### src/core/pcfg_pkg.sv
// package of command codes, field layouts and reset values for the fault group register bank
package pcfg_pkg;
    // ****************************************************************
    // command codes
    // ****************************************************************
    localparam logic [7:0] PCFG_CMD_PHASE0_CURRENT = 8'hA1;
    localparam logic [7:0] PCFG_CMD_PHASE1_CURRENT = 8'hA2;
    localparam logic [7:0] PCFG_CMD_LISTEN_VECTOR = 8'hA8;
    localparam logic [7:0] PCFG_CMD_DEVICE_IDENTITY = 8'hAD;
    // ****************************************************************
    // data lengths in bytes
    // ****************************************************************
    localparam logic [2:0] PCFG_LEN_CURRENT = 3'h2;
    localparam logic [2:0] PCFG_LEN_BLOCK = 3'h4;
    // ****************************************************************
    // linear current word layout
    // ****************************************************************
    localparam int PCFG_EXP_MSB = 15;
    localparam int PCFG_EXP_LSB = 11;
    localparam int PCFG_MANT_MSB = 10;
    localparam int PCFG_MANT_LSB = 0;
    // ****************************************************************
    // reset values and widths
    // ****************************************************************
    localparam logic [31:0] PCFG_LISTEN_RESET = 32'h0000_0000;
    localparam int PCFG_RAILS = 32;
    localparam logic [7:0] PCFG_ID_RESERVED = 8'h00;
    // sequencing state of the device output
    typedef enum logic [1:0] {
        PCFG_RUN,
        PCFG_SPREAD_OFF,
        PCFG_SEQ_OFF,
        PCFG_RESTART
    } pcfg_state_t;
endpackage

### src/core/pcfg_rail_match.sv
// per-rail filtering of peer fault events through the listen vector
`timescale 1ns/100ps
`default_nettype none
module pcfg_rail_match
    import pcfg_pkg::*;
(
    // listen set and peer faults
    input wire logic [31:0] i_listen,
    input wire logic [31:0] i_peer_fault,
    input wire logic [31:0] i_peer_event,
    // filtered results
    output logic o_any_event,
    output logic o_any_fault
);
    logic [31:0] ev_hit;
    logic [31:0] flt_hit;
    genvar g;
    generate
        for (g = 0; g < PCFG_RAILS; g = g + 1) begin : g_rail
            assign ev_hit[g] = i_listen[g] & i_peer_event[g];
            assign flt_hit[g] = i_listen[g] & i_peer_fault[g];
        end
    endgenerate
    assign o_any_event = |ev_hit;
    assign o_any_fault = |flt_hit;
endmodule // pcfg_rail_match
`default_nettype wire

### src/core/pcfg_regs.sv
// command register bank for phase currents, fault listen vector and device identity
// Notes on behaviour
// - command A1h reads two bytes: phase 0 current, linear format
// - command A2h reads two bytes: phase 1 current, linear format
// - current readbacks are read only; writes never alter them
// - command A8h is a four-byte read-write 32-bit listen vector
// - byte 0 bit 0 is rail 0, up to byte 3 bit 7 rail 31
// - react to a peer fault event only when that rail's bit is set
// - a foreign current-share rail is down only when all its devices are
// - spread mode on: shut down at once on any group member fault; an event arriving in the PCFG_RESTART cycle is ignored
// - spread mode on: restart only after every group fault clears
// - spread mode off, sequencing on: group fault gives a sequenced shutdown
// - sequenced case: restart only after all group faults clear
// - spread and sequencing both off: ignore peer faults, stay enabled
// - listen vector resets to zero and may be write protected
// - command ADh reads four bytes: maker, id high, id low, reserved
`timescale 1ns/100ps
`default_nettype none
module pcfg_regs
    import pcfg_pkg::*;
#(
    // identity bytes: values arbitrary
    parameter logic [7:0] MAKER_CODE = 8'h5A,
    parameter logic [7:0] ID_HIGH = 8'h12,
    parameter logic [7:0] ID_LOW = 8'h34
) (
    // clock and reset
    input wire logic i_clk_sys,
    input wire logic i_rstn,
    // command port from the serial bus engine
    input wire logic i_cmd_valid,
    input wire logic i_cmd_write,
    input wire logic [7:0] i_cmd_code,
    input wire logic [31:0] i_cmd_wdata,
    input wire logic i_write_protect,
    output logic o_rsp_valid,
    output logic o_rsp_ack,
    output logic [2:0] o_rsp_len,
    output logic [31:0] o_rsp_rdata,
    // measured currents, linear format
    input wire logic [15:0] i_phase0_current,
    input wire logic [15:0] i_phase1_current,
    // peer bus
    input wire logic [31:0] i_peer_fault,
    input wire logic [31:0] i_peer_event,
    input wire logic [3:0] i_share_present,
    input wire logic [3:0] i_share_down,
    // configuration
    input wire logic i_spread_en,
    input wire logic i_seq_en,
    input wire logic i_seq_step_done,
    // status
    output logic o_enable,
    output logic o_seq_shutdown,
    output logic o_restart,
    output logic o_rail_down,
    output logic [31:0] o_listen
);
    // ****************************************************************
    // registers
    // ****************************************************************
    logic [31:0] listen_r;
    logic rsp_valid_r;
    logic rsp_ack_r;
    logic [2:0] rsp_len_r;
    logic [31:0] rsp_rdata_r;
    logic any_event;
    logic any_fault;
    pcfg_state_t state_r;
    pcfg_state_t state_nxt;
    logic wr_listen;

    assign wr_listen = i_cmd_valid && i_cmd_write && !i_write_protect &&
                       (i_cmd_code == PCFG_CMD_LISTEN_VECTOR);

    always_ff @(posedge i_clk_sys or negedge i_rstn) begin
        if (!i_rstn) begin
            listen_r <= PCFG_LISTEN_RESET;
        end else if (wr_listen) begin
            // byte 0 lands in bits 7..0
            listen_r <= i_cmd_wdata;
        end
    end
    assign o_listen = listen_r;

    // ****************************************************************
    // command answers
    // ****************************************************************
    // answers to all four command codes
    always_ff @(posedge i_clk_sys or negedge i_rstn) begin
        if (!i_rstn) begin
            rsp_valid_r <= 1'b0;
            rsp_ack_r <= 1'b0;
            rsp_len_r <= 3'h0;
            rsp_rdata_r <= 32'h0000_0000;
        end else begin
            rsp_valid_r <= i_cmd_valid;
            rsp_ack_r <= 1'b0;
            rsp_len_r <= 3'h0;
            rsp_rdata_r <= 32'h0000_0000;
            if (i_cmd_valid) begin
                unique case (i_cmd_code)
                    // word passed through as a whole
                    PCFG_CMD_PHASE0_CURRENT: begin
                        rsp_ack_r <= !i_cmd_write;
                        rsp_len_r <= PCFG_LEN_CURRENT;
                        rsp_rdata_r <= {16'h0000, i_phase0_current};
                    end
                    PCFG_CMD_PHASE1_CURRENT: begin
                        rsp_ack_r <= !i_cmd_write;
                        rsp_len_r <= PCFG_LEN_CURRENT;
                        rsp_rdata_r <= {16'h0000, i_phase1_current};
                    end
                    PCFG_CMD_LISTEN_VECTOR: begin
                        rsp_ack_r <= !i_cmd_write || !i_write_protect;
                        rsp_len_r <= PCFG_LEN_BLOCK;
                        rsp_rdata_r <= listen_r;
                    end
                    PCFG_CMD_DEVICE_IDENTITY: begin
                        rsp_ack_r <= !i_cmd_write;
                        rsp_len_r <= PCFG_LEN_BLOCK;
                        rsp_rdata_r <= {MAKER_CODE, ID_HIGH, ID_LOW, PCFG_ID_RESERVED};
                    end
                    default: begin
                        rsp_ack_r <= 1'b0;
                    end
                endcase
            end
        end
    end
    assign o_rsp_valid = rsp_valid_r;
    assign o_rsp_ack = rsp_ack_r;
    assign o_rsp_len = rsp_len_r;
    assign o_rsp_rdata = rsp_rdata_r;

    // ****************************************************************
    // fault group reaction
    // ****************************************************************
    // own rail bit is the host's duty to keep clear
    // relies on host
    pcfg_rail_match u_match (
        .i_listen(listen_r),
        .i_peer_fault(i_peer_fault),
        .i_peer_event(i_peer_event),
        .o_any_event(any_event),
        .o_any_fault(any_fault)
    );

    pcfg_shared_rail u_share (
        .i_member_present(i_share_present),
        .i_member_down(i_share_down),
        .o_rail_down(o_rail_down)
    );

    always_comb begin
        state_nxt = state_r;
        unique case (state_r)
            PCFG_RUN: begin
                if (any_event && i_spread_en) begin
                    state_nxt = PCFG_SPREAD_OFF;
                end else if (any_event && i_seq_en) begin
                    state_nxt = PCFG_SEQ_OFF;
                end
            end
            PCFG_SPREAD_OFF: begin
                if (!any_fault) begin
                    state_nxt = PCFG_RESTART;
                end
            end
            PCFG_SEQ_OFF: begin
                if (!any_fault && i_seq_step_done) begin
                    state_nxt = PCFG_RESTART;
                end
            end
            PCFG_RESTART: begin
                state_nxt = PCFG_RUN;
            end
        endcase
    end

    always_ff @(posedge i_clk_sys or negedge i_rstn) begin
        if (!i_rstn) begin
            state_r <= PCFG_RUN;
        end else begin
            state_r <= state_nxt;
        end
    end

    assign o_enable = (state_r == PCFG_RUN) || (state_r == PCFG_RESTART);
    assign o_seq_shutdown = (state_r == PCFG_SEQ_OFF);
    assign o_restart = (state_r == PCFG_RESTART);
endmodule // pcfg_regs
`default_nettype wire

### src/core/pcfg_shared_rail.sv
// current-share rail shutdown report: rail is down only when all members are down
`timescale 1ns/100ps
`default_nettype none
module pcfg_shared_rail (
    // member status
    input wire logic [3:0] i_member_present,
    input wire logic [3:0] i_member_down,
    // rail status
    output logic o_rail_down
);
    assign o_rail_down = (i_member_present != 4'h0) &&
                         ((i_member_down & i_member_present) == i_member_present);
endmodule // pcfg_shared_rail
`default_nettype wire

### config.mk
export PLATFORM = sky130hd
export DESIGN_NAME = pcfg_regs
export DESIGN_NICKNAME = d
export VERILOG_FILES = /design/src/core/pcfg_pkg.sv /design/src/core/pcfg_rail_match.sv /design/src/core/pcfg_regs.sv /design/src/core/pcfg_shared_rail.sv
export SDC_FILE = /design/constraint.sdc
export NUM_CORES = 1
export LEC_CHECK = 0
export BUFFER_PORTS_ARGS = -buffer_cell sky130_fd_sc_hd__clkbuf_2
export CORE_ASPECT_RATIO = 2
export CORE_MARGIN = 2
export CORE_UTILIZATION = 35
export CTS_CLUSTER_SIZE = 24
export DETAILED_ROUTE_END_ITERATION = 8
export PLACE_DENSITY_LB_ADDON = 0.08
export SLEW_MARGIN = 20
export SYNTH_ARGS = -nofsm -noshare
export SYNTH_HDL_FRONTEND = slang
export SYNTH_SLANG_ARGS = --single-unit
export TNS_END_PERCENT = 30
### constraint.sdc
create_clock -name i_clk_sys -period 3.4 [get_ports i_clk_sys]
set_input_delay 0.34 -clock i_clk_sys [delete_from_list [all_inputs] [get_ports i_clk_sys]]
set_output_delay 0.34 -clock i_clk_sys [all_outputs]
set_load 0.03 [all_outputs]
==> results of run 1 <==
-- cells by family after synthesis --
logic type | Yosys count
AO/OA/AOI/OAI | 71
other | 1
flip-flops | 70
multiplexers | 34
adder cells (fa/ha/maj) | 5
buffers and inverters | 22
AND/OR/NAND/NOR | 45
-- layout make-up --
type / instances / area [um2] / share of cell area, %
Tap cell: 102 / 128 / 2.73
Inverter: 9 / 33.8 / 0.723
Clock buffer: 11 / 253 / 5.41
Timing Repair Buffer: 228 / 1160 / 24.7
Multi-Input combinational cell: 156 / 1320 / 28.2
Sequential cell: 70 / 1750 / 37.5
Clock inverter: 5 / 33.8 / 0.723
-- cell usage in the layout (no fill, tap or decap), drive strengths merged, types with 2 or more instances in the layout --
cell,count
mux2,33
a22o,9
nor3,3
nand2b,2
dfrtp,70
inv,9
and3,10
nand4,4
nor3b,2
a221oi,9
ha,5
o21a,8
a22oi,15
clkinv,3
nand2,3
a21oi,10
clkbuf,233
nor4,2
clkinvlp,2
o22ai,2
a222oi,14
o2bb2ai,2
buf,6
nor2,15
-- final timing paths --
| kind | startpoint | endpoint | slack (ns) | depth (start not counted) |
|---|---|---|---|---|
| worst max-delay path | o_listen[3] | state_r[1] | 1.20 | 6 |
| worst min-delay path | i_rstn | o_rsp_rdata[31] | 0.13 | 1 |
| worst max register to register | o_listen[3] | state_r[1] | 1.20 | 6 |
| worst min register to register | state_r[1] | state_r[1] | 0.58 | 1 |
| max in group asynchronous | i_rstn | o_listen[15] | 2.67 | 1 |
| min in group i_clk_sys | i_cmd_write | o_rsp_ack | 0.21 | 2 |
-- per-stage QoR --
step           hold slack [ns]  area (um2)  utilization [%]  instances  worst slack, ns
2_1_floorplan           0.0444        3160                -        248             1.32
3_3_place_gp             0.518        4390             49.4        565            0.924
6_report                 0.131        4670             52.6        581             1.20
3_5_place_dp             0.537        4390             49.4        565            0.875
4_1_cts                  0.178        4670             52.6        581             1.19
5_1_grt                  0.199        4670             52.6        581             1.13
-- registers in the layout, summed over array words and instances (netlist names) --
name and count:
o_listen 32, o_rsp_rdata 32, o_rsp_len 2, state_r 2
o_rsp_ack 1, o_rsp_valid 1
-- report_power, final --
group | switching, uW | internal, uW | total (uW)
registers | 20.9 | 853 | 874
logic | 211 | 156 | 367
clock network | 344 | 531 | 875
total | 576 | 1540 | 2120
-- metal layers --
layer	vias to the layer above	GRT usage, %	share of wire (%)
li1	1421	-	-
met1	1493	28.6	37
met2	160	42.3	55
met3	8	4.96	6.8
met4	0	8.74	1.4
met5	-	0	0
==> impl_results.rst, run 1 <==
.. list-table::
   :header-rows: 1

   * - Metric
     - Value
   * - Run status
     - completed
   * - Resized Gates After CTS
     - 0
   * - Summed instance area of the synthesized netlist
     - around 3200 um2
   * - Register area share after synthesis
     - 55.5%
   * - Post-synthesis sequential element count
     - 70
   * - Routability-driven placement congestion ratio
     - approximately 0.80
   * - Post-layout total power
     - 2120 uW
   * - CTS Buf Count
     - 9
   * - Num rows
     - between 40 and 50
   * - Share of final-layout standard cells stronger than drive strength 1
     - between 50 and 60%
   * - Post-layout min period
     - between 2 and 2.5 ns
   * - Endpoint arrival time on the critical path
     - 2.41 ns
   * - Hold buffer count at cts
     - 0
   * - Post-Syn Nets
     - 405
   * - Number of enable-type register cells in the synthesized netlist
     - 0
   * - Peak supply drop
     - around 0.00036 V
   * - Total vias in the final route
     - between 3000 and 4000
   * - Number of nets with antenna violations after routing
     - 0
   * - Critical Path Start Type
     - register
   * - H-tree level count
     - 3
   * - Crit Path Category
     - reg2reg
   * - Area share of the leading cell type in the synthesized netlist
     - between 50% and 60%
   * - Compound-Gate Fraction of Synth Area
     - 18.2%
   * - Peak Freq
     - roughly 0.45 GHz
   * - Post-synthesis simple-gate area fraction
     - between 8 and 9%
   * - Syn Inst Count
     - about 250
   * - Most frequent cells after synthesis
     - sky130_fd_sc_hd__dfrtp_1 (70), sky130_fd_sc_hd__mux2_2 (25), sky130_fd_sc_hd__a22oi_1 (15), sky130_fd_sc_hd__nor2_1 (15), sky130_fd_sc_hd__a222oi_1 (14)
   * - Maximum fanout count along the critical path
     - 5
   * - Die extent in y
     - between 100 and 150 um
   * - Leakage power
     - about 0.0026 uW
   * - First-iteration detailed-routing DRC count
     - about 270
   * - Area delta synth->final
     - 48.1%
   * - Crit path cell chain
     - a22o_1 > a221oi_1 > and4_1 > o2bb2ai_1 > o2bb2ai_1 > mux2_2
   * - Latest clock arrival within the worst-skew pair
     - between 0.3 and 0.4 ns
   * - Initial standard-cell utilization of the core
     - 35.5%
   * - Setup total negative slack
     - 0 ns
   * - Reg clk slew, reported paths
     - roughly 0.060 ns
   * - MaxCap Viol Count
     - 0
   * - Pin count of the biggest net entering global routing
     - between 70 and 80
   * - CTS tree
     - done
   * - Cell types with the largest area share after synthesis
     - sky130_fd_sc_hd__dfrtp_1 (56%), sky130_fd_sc_hd__mux2_2 (8.9%), sky130_fd_sc_hd__a222oi_1 (4.4%)
   * - Final setup vio count
     - 0
   * - Worst path max stage delay
     - about 0.43 ns
   * - Fin crit share
     - between 60% and 70%
   * - Worst-margin pin slew
     - between 0.9 and 1 ns
   * - DP HPWL
     - between 9000 and 10000 um
   * - Number of nets in the layout
     - 631
   * - Crit end category
     - register
   * - Buffer levels on the longest clock path
     - 2
   * - Antenna cells
     - 0
   * - Remaining max-slew budget at the tightest pin
     - a little over a third
   * - Global router's overall resource usage
     - around 24%
   * - Cell accounting for the most synthesized area
     - sky130_fd_sc_hd__dfrtp_1
   * - Post CTS Setup Buffer Count
     - 0
   * - Detail-routed net length per standard cell
     - 20.0 um
   * - Overflow after GRT
     - 0
   * - Cell with the largest stage delay on the worst path
     - sky130_fd_sc_hd__dfrtp_1
   * - Clock tree skew after final layout
     - around 0.0089 ns
   * - Antenna violations before repair
     - 0
   * - Adder and majority cell fraction of the synthesized area
     - under 10%
   * - X dimension of the die
     - between 70 and 80 um
   * - Global-route wire length before repair
     - about 18000 um
   * - Drt total wl
     - approximately 12000 um
   * - I/O Buffers
     - around 220
   * - Count of yosys warnings during synthesis
     - 0
   * - Critical path's most frequent cell
     - sky130_fd_sc_hd__o2bb2ai_1
   * - Remaining routing DRC violations
     - 0
   * - Unrepaired setup endpoints after global routing
     - no
   * - Post-synthesis xor/xnor area fraction
     - 0%
   * - Library cell with the highest instance count after synthesis
     - sky130_fd_sc_hd__dfrtp_1
   * - Clock Sink Count
     - 70
   * - Critical Path RT
     - 3.61 ns
   * - Post-synthesis mux area share
     - around 12%
   * - Total buffers and inverters traversed by the critical path
     - 0
   * - # IOs
     - ~230
   * - Most frequently used flop master after synthesis
     - sky130_fd_sc_hd__dfrtp_1
   * - Largest family of logic cells by synthesized area
     - compound AO/OA/AOI/OAI gates
   * - Area of the core
     - slightly below 9000 um2
   * - Cell area power density
     - approximately 450 nW/um2
   * - Clock tree root driver cell
     - sky130_fd_sc_hd__clkbuf_16
   * - Total count of max-transition violations in the final report
     - 0
   * - Number of vias per cell
     - between 5 and 6
   * - Worst min path class
     - in2async
   * - Syn Area/Cell
     - 12.7 um2
   * - Distinct cells, synth
     - 34
   * - Floorplan die area
     - approximately 9800 um2
   * - Family with the most delay on the worst path
     - compound AO/OA/AOI/OAI gates
   * - Final Hold Viols
     - 0
   * - Number of fill cells
     - 830
   * - Share of flip-flops with an asynchronous set or reset after synthesis
     - 100%
   * - 1st-pass router iterations
     - 5
   * - Via count of the first global-routing pass
     - roughly 3200
No activity file was read; power rests on OpenSTA's default activity.
==> run 2: changes to the inputs <==
ABC_AREA = 1   (was default)
clock period = 2 ns   (was 3.4 ns; I/O delays follow)
==> run 2 against run 1 <==
Critical path depth increased by 6. Global-route usage decreased by 0.44 points. First-iteration DRC count decreased by 43%. Non-clock buffer count increased by 5. Hold slack got worse by 0.048 ns. Synthesized cell count increased by 100%. Final area increased by 15%. Synthesized area increased by 20%. Maximum frequency increased by 26%. Clock power increased by 90%. Sequential power increased by 70%. Cell count increased by 50%. Critical path type unchanged. Largest cell class unchanged. Highest routed layer unchanged.
==> impl_results.rst, run 2 <==
.. list-table::
   :header-rows: 1

   * - Metric
     - Value
   * - Syn Inst Count
     - 500
   * - # IOs
     - 225
   * - Leakage power
     - 0.00331 uW
   * - Number of vias per cell
     - roughly 4.6
   * - Layer carrying the most global-route usage
     - met2
   * - Cell area reported after detailed placement
     - a little over 5000 um2
   * - Share of flip-flops with an asynchronous set or reset after synthesis
     - 100%
   * - Most frequent cells after synthesis
     - sky130_fd_sc_hd__nand2_1 (204), sky130_fd_sc_hd__inv_1 (71), sky130_fd_sc_hd__dfrtp_1 (70)
   * - Remaining max-slew budget at the tightest pin
     - between 60 and 70%
   * - Met1 track demand over resource
     - about 25%
   * - Final Cell Area
     - approximately 5400 um2
   * - Final Hold Viols
     - 0
   * - Resized Gates After CTS
     - 0
   * - Num rows
     - 53
   * - Number of nets in the layout
     - between 800 and 900
   * - Buffer levels on the longest clock path
     - 2
   * - MaxCap Viol Count
     - 0
   * - Worst hold slack
     - around 0.082 ns
   * - Final setup vio count
     - 0
   * - Area of the core
     - 10500 um2
   * - Critical Path RT
     - about 2.2 ns
   * - Summed instance area of the synthesized netlist
     - around 3800 um2
   * - Commonest non-fill, non-tap cells in the layout
     - sky130_fd_sc_hd__clkbuf_2 (222), sky130_fd_sc_hd__nand2_1 (204), sky130_fd_sc_hd__inv_1 (71)
   * - Reg clk slew, reported paths
     - approximately 0.06 ns
   * - Routability-driven placement congestion ratio
     - roughly 0.94
   * - Grt met2 use
     - between 40 and 50%
   * - Area share of the leading cell type in the synthesized netlist
     - 46.4%
   * - Endpoint arrival time on the critical path
     - slightly below 2 ns
   * - FF-to-FF End
     - state_r[0]
   * - H-tree level count
     - 3
   * - Crit end category
     - register
   * - 1st-pass router iterations
     - 4
   * - Hold buffer count at cts
     - 1
   * - Number of enable-type register cells in the synthesized netlist
     - 0
   * - Distinct cells, synth
     - 29
   * - Register area share after synthesis
     - a little under half
   * - Peak Freq
     - 0.574 GHz
   * - Worst Reg-to-Reg Cells
     - 12
   * - Total count of max-transition violations in the final report
     - 0
   * - Worst min path class
     - in2reg
   * - Cell types with the largest area share after synthesis
     - sky130_fd_sc_hd__dfrtp_1 (46%), sky130_fd_sc_hd__nand2_1 (20%), sky130_fd_sc_hd__o21ai_2 (7.4%)
   * - Launch instance of the worst register-to-register path
     - state_r[0]
   * - Total instance count after detailed placement
     - 854
   * - Leading cell type in the layout, fill and taps excluded
     - sky130_fd_sc_hd__clkbuf_2
   * - CTS Buf Count
     - 9
   * - Via count of the first global-routing pass
     - 4044
   * - Antenna violations before repair
     - 0
   * - Post-layout min period
     - around 1.7 ns
   * - Detail-routed net length per standard cell
     - between 15 and 20 um
   * - Antenna cells
     - 0
   * - Floorplan die area
     - roughly 12000 um2
   * - Post-Syn Nets
     - about 660
   * - Count of yosys warnings during synthesis
     - 0
   * - Utilization of the core after routing
     - between 50% and 60%
   * - Fin crit share
     - just under 90%
   * - Peak supply drop
     - 0.000494 V
   * - Global router's overall resource usage
     - 23.7%
   * - Pin count of the biggest net entering global routing
     - 65
   * - Unrepaired setup endpoints after global routing
     - no
   * - Crit path cell chain
     - inv_1 > ha_1 > inv_1 > o21ai_0 > nor2_1 > nand2_1 > nor2_1 > nand3_1 > nand2_1 > nand2_1 > nand2_1 > nand2_1
   * - Total vias in the final route
     - 3983
   * - Terminating pin of the worst hold path
     - o_listen[23]
   * - Cell area power density
     - ~720 nW/um2
   * - Maximum fanout count along the critical path
     - 4
   * - Latest clock arrival within the worst-skew pair
     - between 0.3 and 0.4 ns
   * - Clock tree skew after final layout
     - ~0.0063 ns
   * - Most frequently used flop master after synthesis
     - sky130_fd_sc_hd__dfrtp_1
   * - Critical path's most frequent cell
     - sky130_fd_sc_hd__nand2_1
   * - Crit Path Category
     - reg2reg
   * - Share of final-layout standard cells stronger than drive strength 1
     - approximately 40%
   * - Global-route wire length before repair
     - 20700 um
   * - Run status
     - completed
   * - DP HPWL
     - ~11000 um
   * - Worst path max stage delay
     - between 0.4 and 0.5 ns
   * - Area delta synth->final
     - 42.1%
   * - First-iteration detailed-routing DRC count
     - around 160
   * - Startpoint of the lowest-slack hold path
     - i_cmd_wdata[23]
   * - I/O Buffers
     - about 220
   * - Setup total negative slack
     - 0 ns
   * - Post-synthesis sequential element count
     - 70
   * - Die extent in y
     - 151 um
   * - Hold-critical path depth
     - 3
   * - CTS tree
     - done
   * - Cell with the largest stage delay on the worst path
     - sky130_fd_sc_hd__dfrtp_1
   * - Cell accounting for the most synthesized area
     - sky130_fd_sc_hd__dfrtp_1
   * - Final Instance Count excl. Fillers
     - just under 900
   * - Global routing met3 resource utilization
     - just under 5%
   * - Worst-margin pin slew
     - 0.517 ns
   * - Clock Sink Count
     - 70
   * - Initial standard-cell utilization of the core
     - 36.0%
   * - Register-to-register path setup slack
     - around 0.26 ns
   * - Drt total wl
     - 13600 um
   * - Remaining routing DRC violations
     - 0
   * - Post CTS Setup Buffer Count
     - 0
   * - Number of nets with antenna violations after routing
     - 0
   * - X dimension of the die
     - approximately 77 um
   * - Syn Area/Cell
     - between 7 and 8 um2
   * - Overflow after GRT
     - 0
   * - Critical Path Start Type
     - register
   * - Library cell with the highest instance count after synthesis
     - sky130_fd_sc_hd__nand2_1
   * - Clock tree root driver cell
     - sky130_fd_sc_hd__clkbuf_16
==> run 2: worst max-delay path, delay by kind of cell (launching register included) <==
family / cells / cell delay [ns]
flip-flops: 1 / 0.42
buffers and inverters: 2 / 0.16
AND/OR/NAND/NOR: 8 / 0.75
adder cells (fa/ha/maj): 1 / 0.24
AO/OA/AOI/OAI: 1 / 0.07
==> run 2: through the flow <==
step                      setup slack (ns)  total power [uW]
after floorplan                      0.410              1880
after detailed placement             0.328              2220
final                                0.257              3860
after CTS                            0.303              3890
after global placement               0.439              2190
after global routing                0.0864              4030
==> run 2: layer usage <==
| metal | vias to the layer above | wire length, um |
|---|---|---|
| li1 | 1981 | - |
| met4 | 0 | 384 |
| met1 | 1783 | 4830 |
| met3 | 20 | 886 |
| met5 | - | 0 |
| met2 | 199 | 7510 |
==> run 2: cell families after synthesis <==
family	after synthesis	synth area share [%]
and+or+nand+nor	285	31.3
DFF	70	46.4
buffers and inverters	89	10.3
adders and majority gates	5	1.66
AOI/OAI and AO/OA	50	10.3
other	1	0.0993
==> run 2: cell type report <==
class	instances	area [um2]
inverter	74	278
tap	137	171
timing repair buffer	233	1220
sequential	70	1750
clock buffer	11	253
clock inverter	5	56.3
fill	1120	5110
multi-input combinational	341	1630
==> run 2: worst max-delay path by stage <==
| stage | from | endpoint | slack, ns |
|---|---|---|---|
| 2_1_floorplan | state_r[0] | state_r[0] | 0.41 |
| 4_1_cts | state_r[0] | state_r[0] | 0.30 |
| 3_3_place_gp | i_cmd_code[4] | o_rsp_rdata[11] | 0.44 |
| 3_5_place_dp | state_r[0] | state_r[0] | 0.33 |
| 5_1_grt | state_r[0] | state_r[1] | 0.09 |
| 6_report | state_r[0] | state_r[0] | 0.26 |
==> run 2: where the power goes <==
| part | switching, uW | internal, uW |
|---|---|---|
| clock | 624 | 1030 |
| sequential | 43.6 | 1450 |
| combinational | 438 | 270 |
==> run 3: changes to the inputs <==
PLACE_DENSITY = 0.79   (was default)
PLACE_DENSITY_LB_ADDON = default   (was 0.08)
==> run 3 against run 2 <==
Sequential power about the same. Flip-flop and latch count did not move. Non-clock buffer count rose by 4. Worst setup slack improved by 0.16 ns. Cell count grew 0.46%. Die area stayed put. Maximum frequency grew 9.8%. Combinational power is 4.9% lower. Core utilization grew 0.21 points. Clock skew about the same. Critical path depth is 8 lower. Largest cell class unchanged. Highest routed layer unchanged.
==> impl_results.rst, run 3 (synthesized netlist as in run 2, its figures left out) <==
.. list-table::
   :header-rows: 1

   * - Metric
     - Value
   * - Antenna violations before repair
     - 0
   * - Crit end category
     - output pin
   * - Pin count of the biggest net entering global routing
     - 59
   * - Area delta synth->final
     - 42.7%
   * - First-iteration detailed-routing DRC count
     - 180
   * - Leading cell type in the layout, fill and taps excluded
     - sky130_fd_sc_hd__clkbuf_2
   * - Final Cell Area
     - approximately 5400 um2
   * - Worst min path class
     - in2reg
   * - Worst hold slack
     - ~0.095 ns
   * - Total vias in the final route
     - ~4000
   * - MaxCap Viol Count
     - 0
   * - Post CTS Setup Buffer Count
     - 0
   * - Critical Path RT
     - about 1.8 ns
   * - Area of the core
     - 10500 um2
   * - Via count of the first global-routing pass
     - 3918
   * - Peak supply drop
     - around 0.00055 V
   * - Critical Path Start Type
     - register
   * - Die extent in y
     - 151 um
   * - Total buffers and inverters traversed by the critical path
     - 3
   * - Global router's overall resource usage
     - between 20% and 30%
   * - 1st-pass router iterations
     - 4
   * - Drt total wl
     - 13200 um
   * - Global-route wire length before repair
     - between 20000 and 25000 um
   * - Endpoint arrival time on the critical path
     - about 1.4 ns
   * - Final setup vio count
     - 0
   * - Reg clk slew, reported paths
     - 0.06 ns
   * - Unrepaired setup endpoints after global routing
     - no
   * - Cell area power density
     - roughly 700 nW/um2
   * - Cell with the largest stage delay on the worst path
     - sky130_fd_sc_hd__dfrtp_1
   * - Clock tree skew after final layout
     - roughly 0.0065 ns
   * - Run status
     - completed
   * - # IOs
     - 225
   * - X dimension of the die
     - 77.4 um
   * - Commonest non-fill, non-tap cells in the layout
     - sky130_fd_sc_hd__clkbuf_2 (222), sky130_fd_sc_hd__nand2_1 (204), sky130_fd_sc_hd__inv_1 (71)
   * - Final Instance Count excl. Fillers
     - 875
   * - Number of nets with antenna violations after routing
     - 0
   * - Critical path's most frequent cell
     - sky130_fd_sc_hd__inv_1
   * - I/O Buffers
     - ~220
   * - Peak Freq
     - roughly 0.63 GHz
   * - Number of fill cells
     - around 1100
   * - Post-layout total power
     - between 3000 and 4000 uW
   * - Fin crit share
     - 79.4%
   * - Remaining routing DRC violations
     - 0
   * - Clock Sink Count
     - 70
   * - Post-layout min period
     - ~1.6 ns
   * - CTS Buf Count
     - 9
   * - Family with the most delay on the worst path
     - flip-flops
   * - Maximum fanout count along the critical path
     - 4
   * - Buffer levels on the longest clock path
     - 2
   * - Crit Path Category
     - reg2out
   * - Cell area reported after detailed placement
     - 5080 um2
   * - Leakage power
     - approximately 0.0033 uW
   * - Remaining max-slew budget at the tightest pin
     - 66.0%
   * - Total count of max-transition violations in the final report
     - 0
   * - Routability-driven placement congestion ratio
     - a little under 0.9
   * - Share of final-layout standard cells stronger than drive strength 1
     - ~40%
   * - CTS tree
     - done
   * - Floorplan die area
     - 11700 um2
   * - Final Hold Viols
     - 0
   * - Crit path cell chain
     - inv_1 > ha_1 > inv_1 > clkbuf_2
   * - Clock tree root driver cell
     - sky130_fd_sc_hd__clkbuf_16
   * - Resized Gates After CTS
     - 0
   * - Worst path max stage delay
     - about 0.4 ns
   * - Detail-routed net length per standard cell
     - about 15 um
   * - H-tree level count
     - 3
   * - Number of vias per cell
     - ~4.6
   * - Worst-margin pin slew
     - 0.509 ns
   * - Setup total negative slack
     - 0 ns
   * - Number of nets in the layout
     - about 900
   * - Overflow after GRT
     - 0
   * - Initial standard-cell utilization of the core
     - between 30% and 40%
   * - Latest clock arrival within the worst-skew pair
     - between 0.3 and 0.4 ns
   * - Total instance count after detailed placement
     - around 860
   * - Num rows
     - 53
   * - Antenna cells
     - 0
   * - DP HPWL
     - roughly 11000 um
[run 3: cell count changes in the layout (fill, tap and decap cells not counted)]
cell                         previous run  this run
sky130_fd_sc_hd__inv_6                  1         0
sky130_fd_sc_hd__buf_4                  8        12
sky130_fd_sc_hd__clkbuf_1               0         1
sky130_fd_sc_hd__clkinvlp_4             1         0
sky130_fd_sc_hd__clkinv_2               2         3
[run 3: power breakdown]
| part | total, uW | switching, uW | internal, uW |
|---|---|---|---|
| clock | 1590 | 564 | 1030 |
| sequential | 1490 | 38.5 | 1450 |
| combinational | 673 | 406 | 268 |
| total | 3750 | 1010 | 2740 |
[run 3: stage by stage]
stage / setup slack, ns / util (%)
floorplan: 0.410 / -
global placement: 0.466 / 48.4
detailed placement: 0.439 / 48.4
CTS: 0.405 / 51.4
global route: 0.249 / 51.4
finish: 0.413 / 51.4
[run 3: what timing repair did]
action | in CTS | in global routing
endpoints found under the hold margin | 36 | 0
hold buffers | 1 | 0
endpoints found under the setup margin | 0 | 0
[run 3: worst register-to-register path: cells and delay by family, from the launching register on]
kind | cells | cell delay (ns)
AOI/OAI and AO/OA | 1 | 0.14
DFF | 1 | 0.42
and+or+nand+nor | 8 | 0.48
buffers and inverters | 3 | 0.24
adders and majority gates | 1 | 0.21
[run 3: path summary, 6_finish.rpt]
check                           slack [ns]              to  cells after the start             from
worst max-delay path                  0.41        o_enable                      4       state_r[0]
worst min-delay path                   0.1    o_listen[23]                      3  i_cmd_wdata[23]
worst max register to register        0.42      state_r[1]                     13       state_r[0]
worst min register to register        0.57    o_listen[12]                      2     o_listen[12]
max in group asynchronous             1.03    o_listen[27]                      3           i_rstn
min in group asynchronous             0.39  o_rsp_rdata[3]                      2           i_rstn
[run 3: area by class of cell]
| cell class | instances | area [um2] | share of cell area [%] |
|---|---|---|---|
| clock buffer | 12 | 256 | 4.76 |
| timing repair buffer | 237 | 1250 | 23.2 |
| multi-input combinational | 341 | 1630 | 30.3 |
| inverter | 74 | 278 | 5.16 |
| tap | 137 | 171 | 3.18 |
| sequential | 70 | 1750 | 32.5 |
| clock inverter | 4 | 45.0 | 0.836 |
[run 3: per-layer routing]
layer / routed length (um) / share of wire (%) / up-vias / GRT usage, %
met2: 7290 / 55 / 172 / 43.2
met5: 0 / 0 / - / 0
li1: - / - / 1999 / -
met3: 695 / 5.3 / 25 / 3.64
met4: 423 / 3.2 / 0 / 10.4
met1: 4820 / 36 / 1818 / 24.7
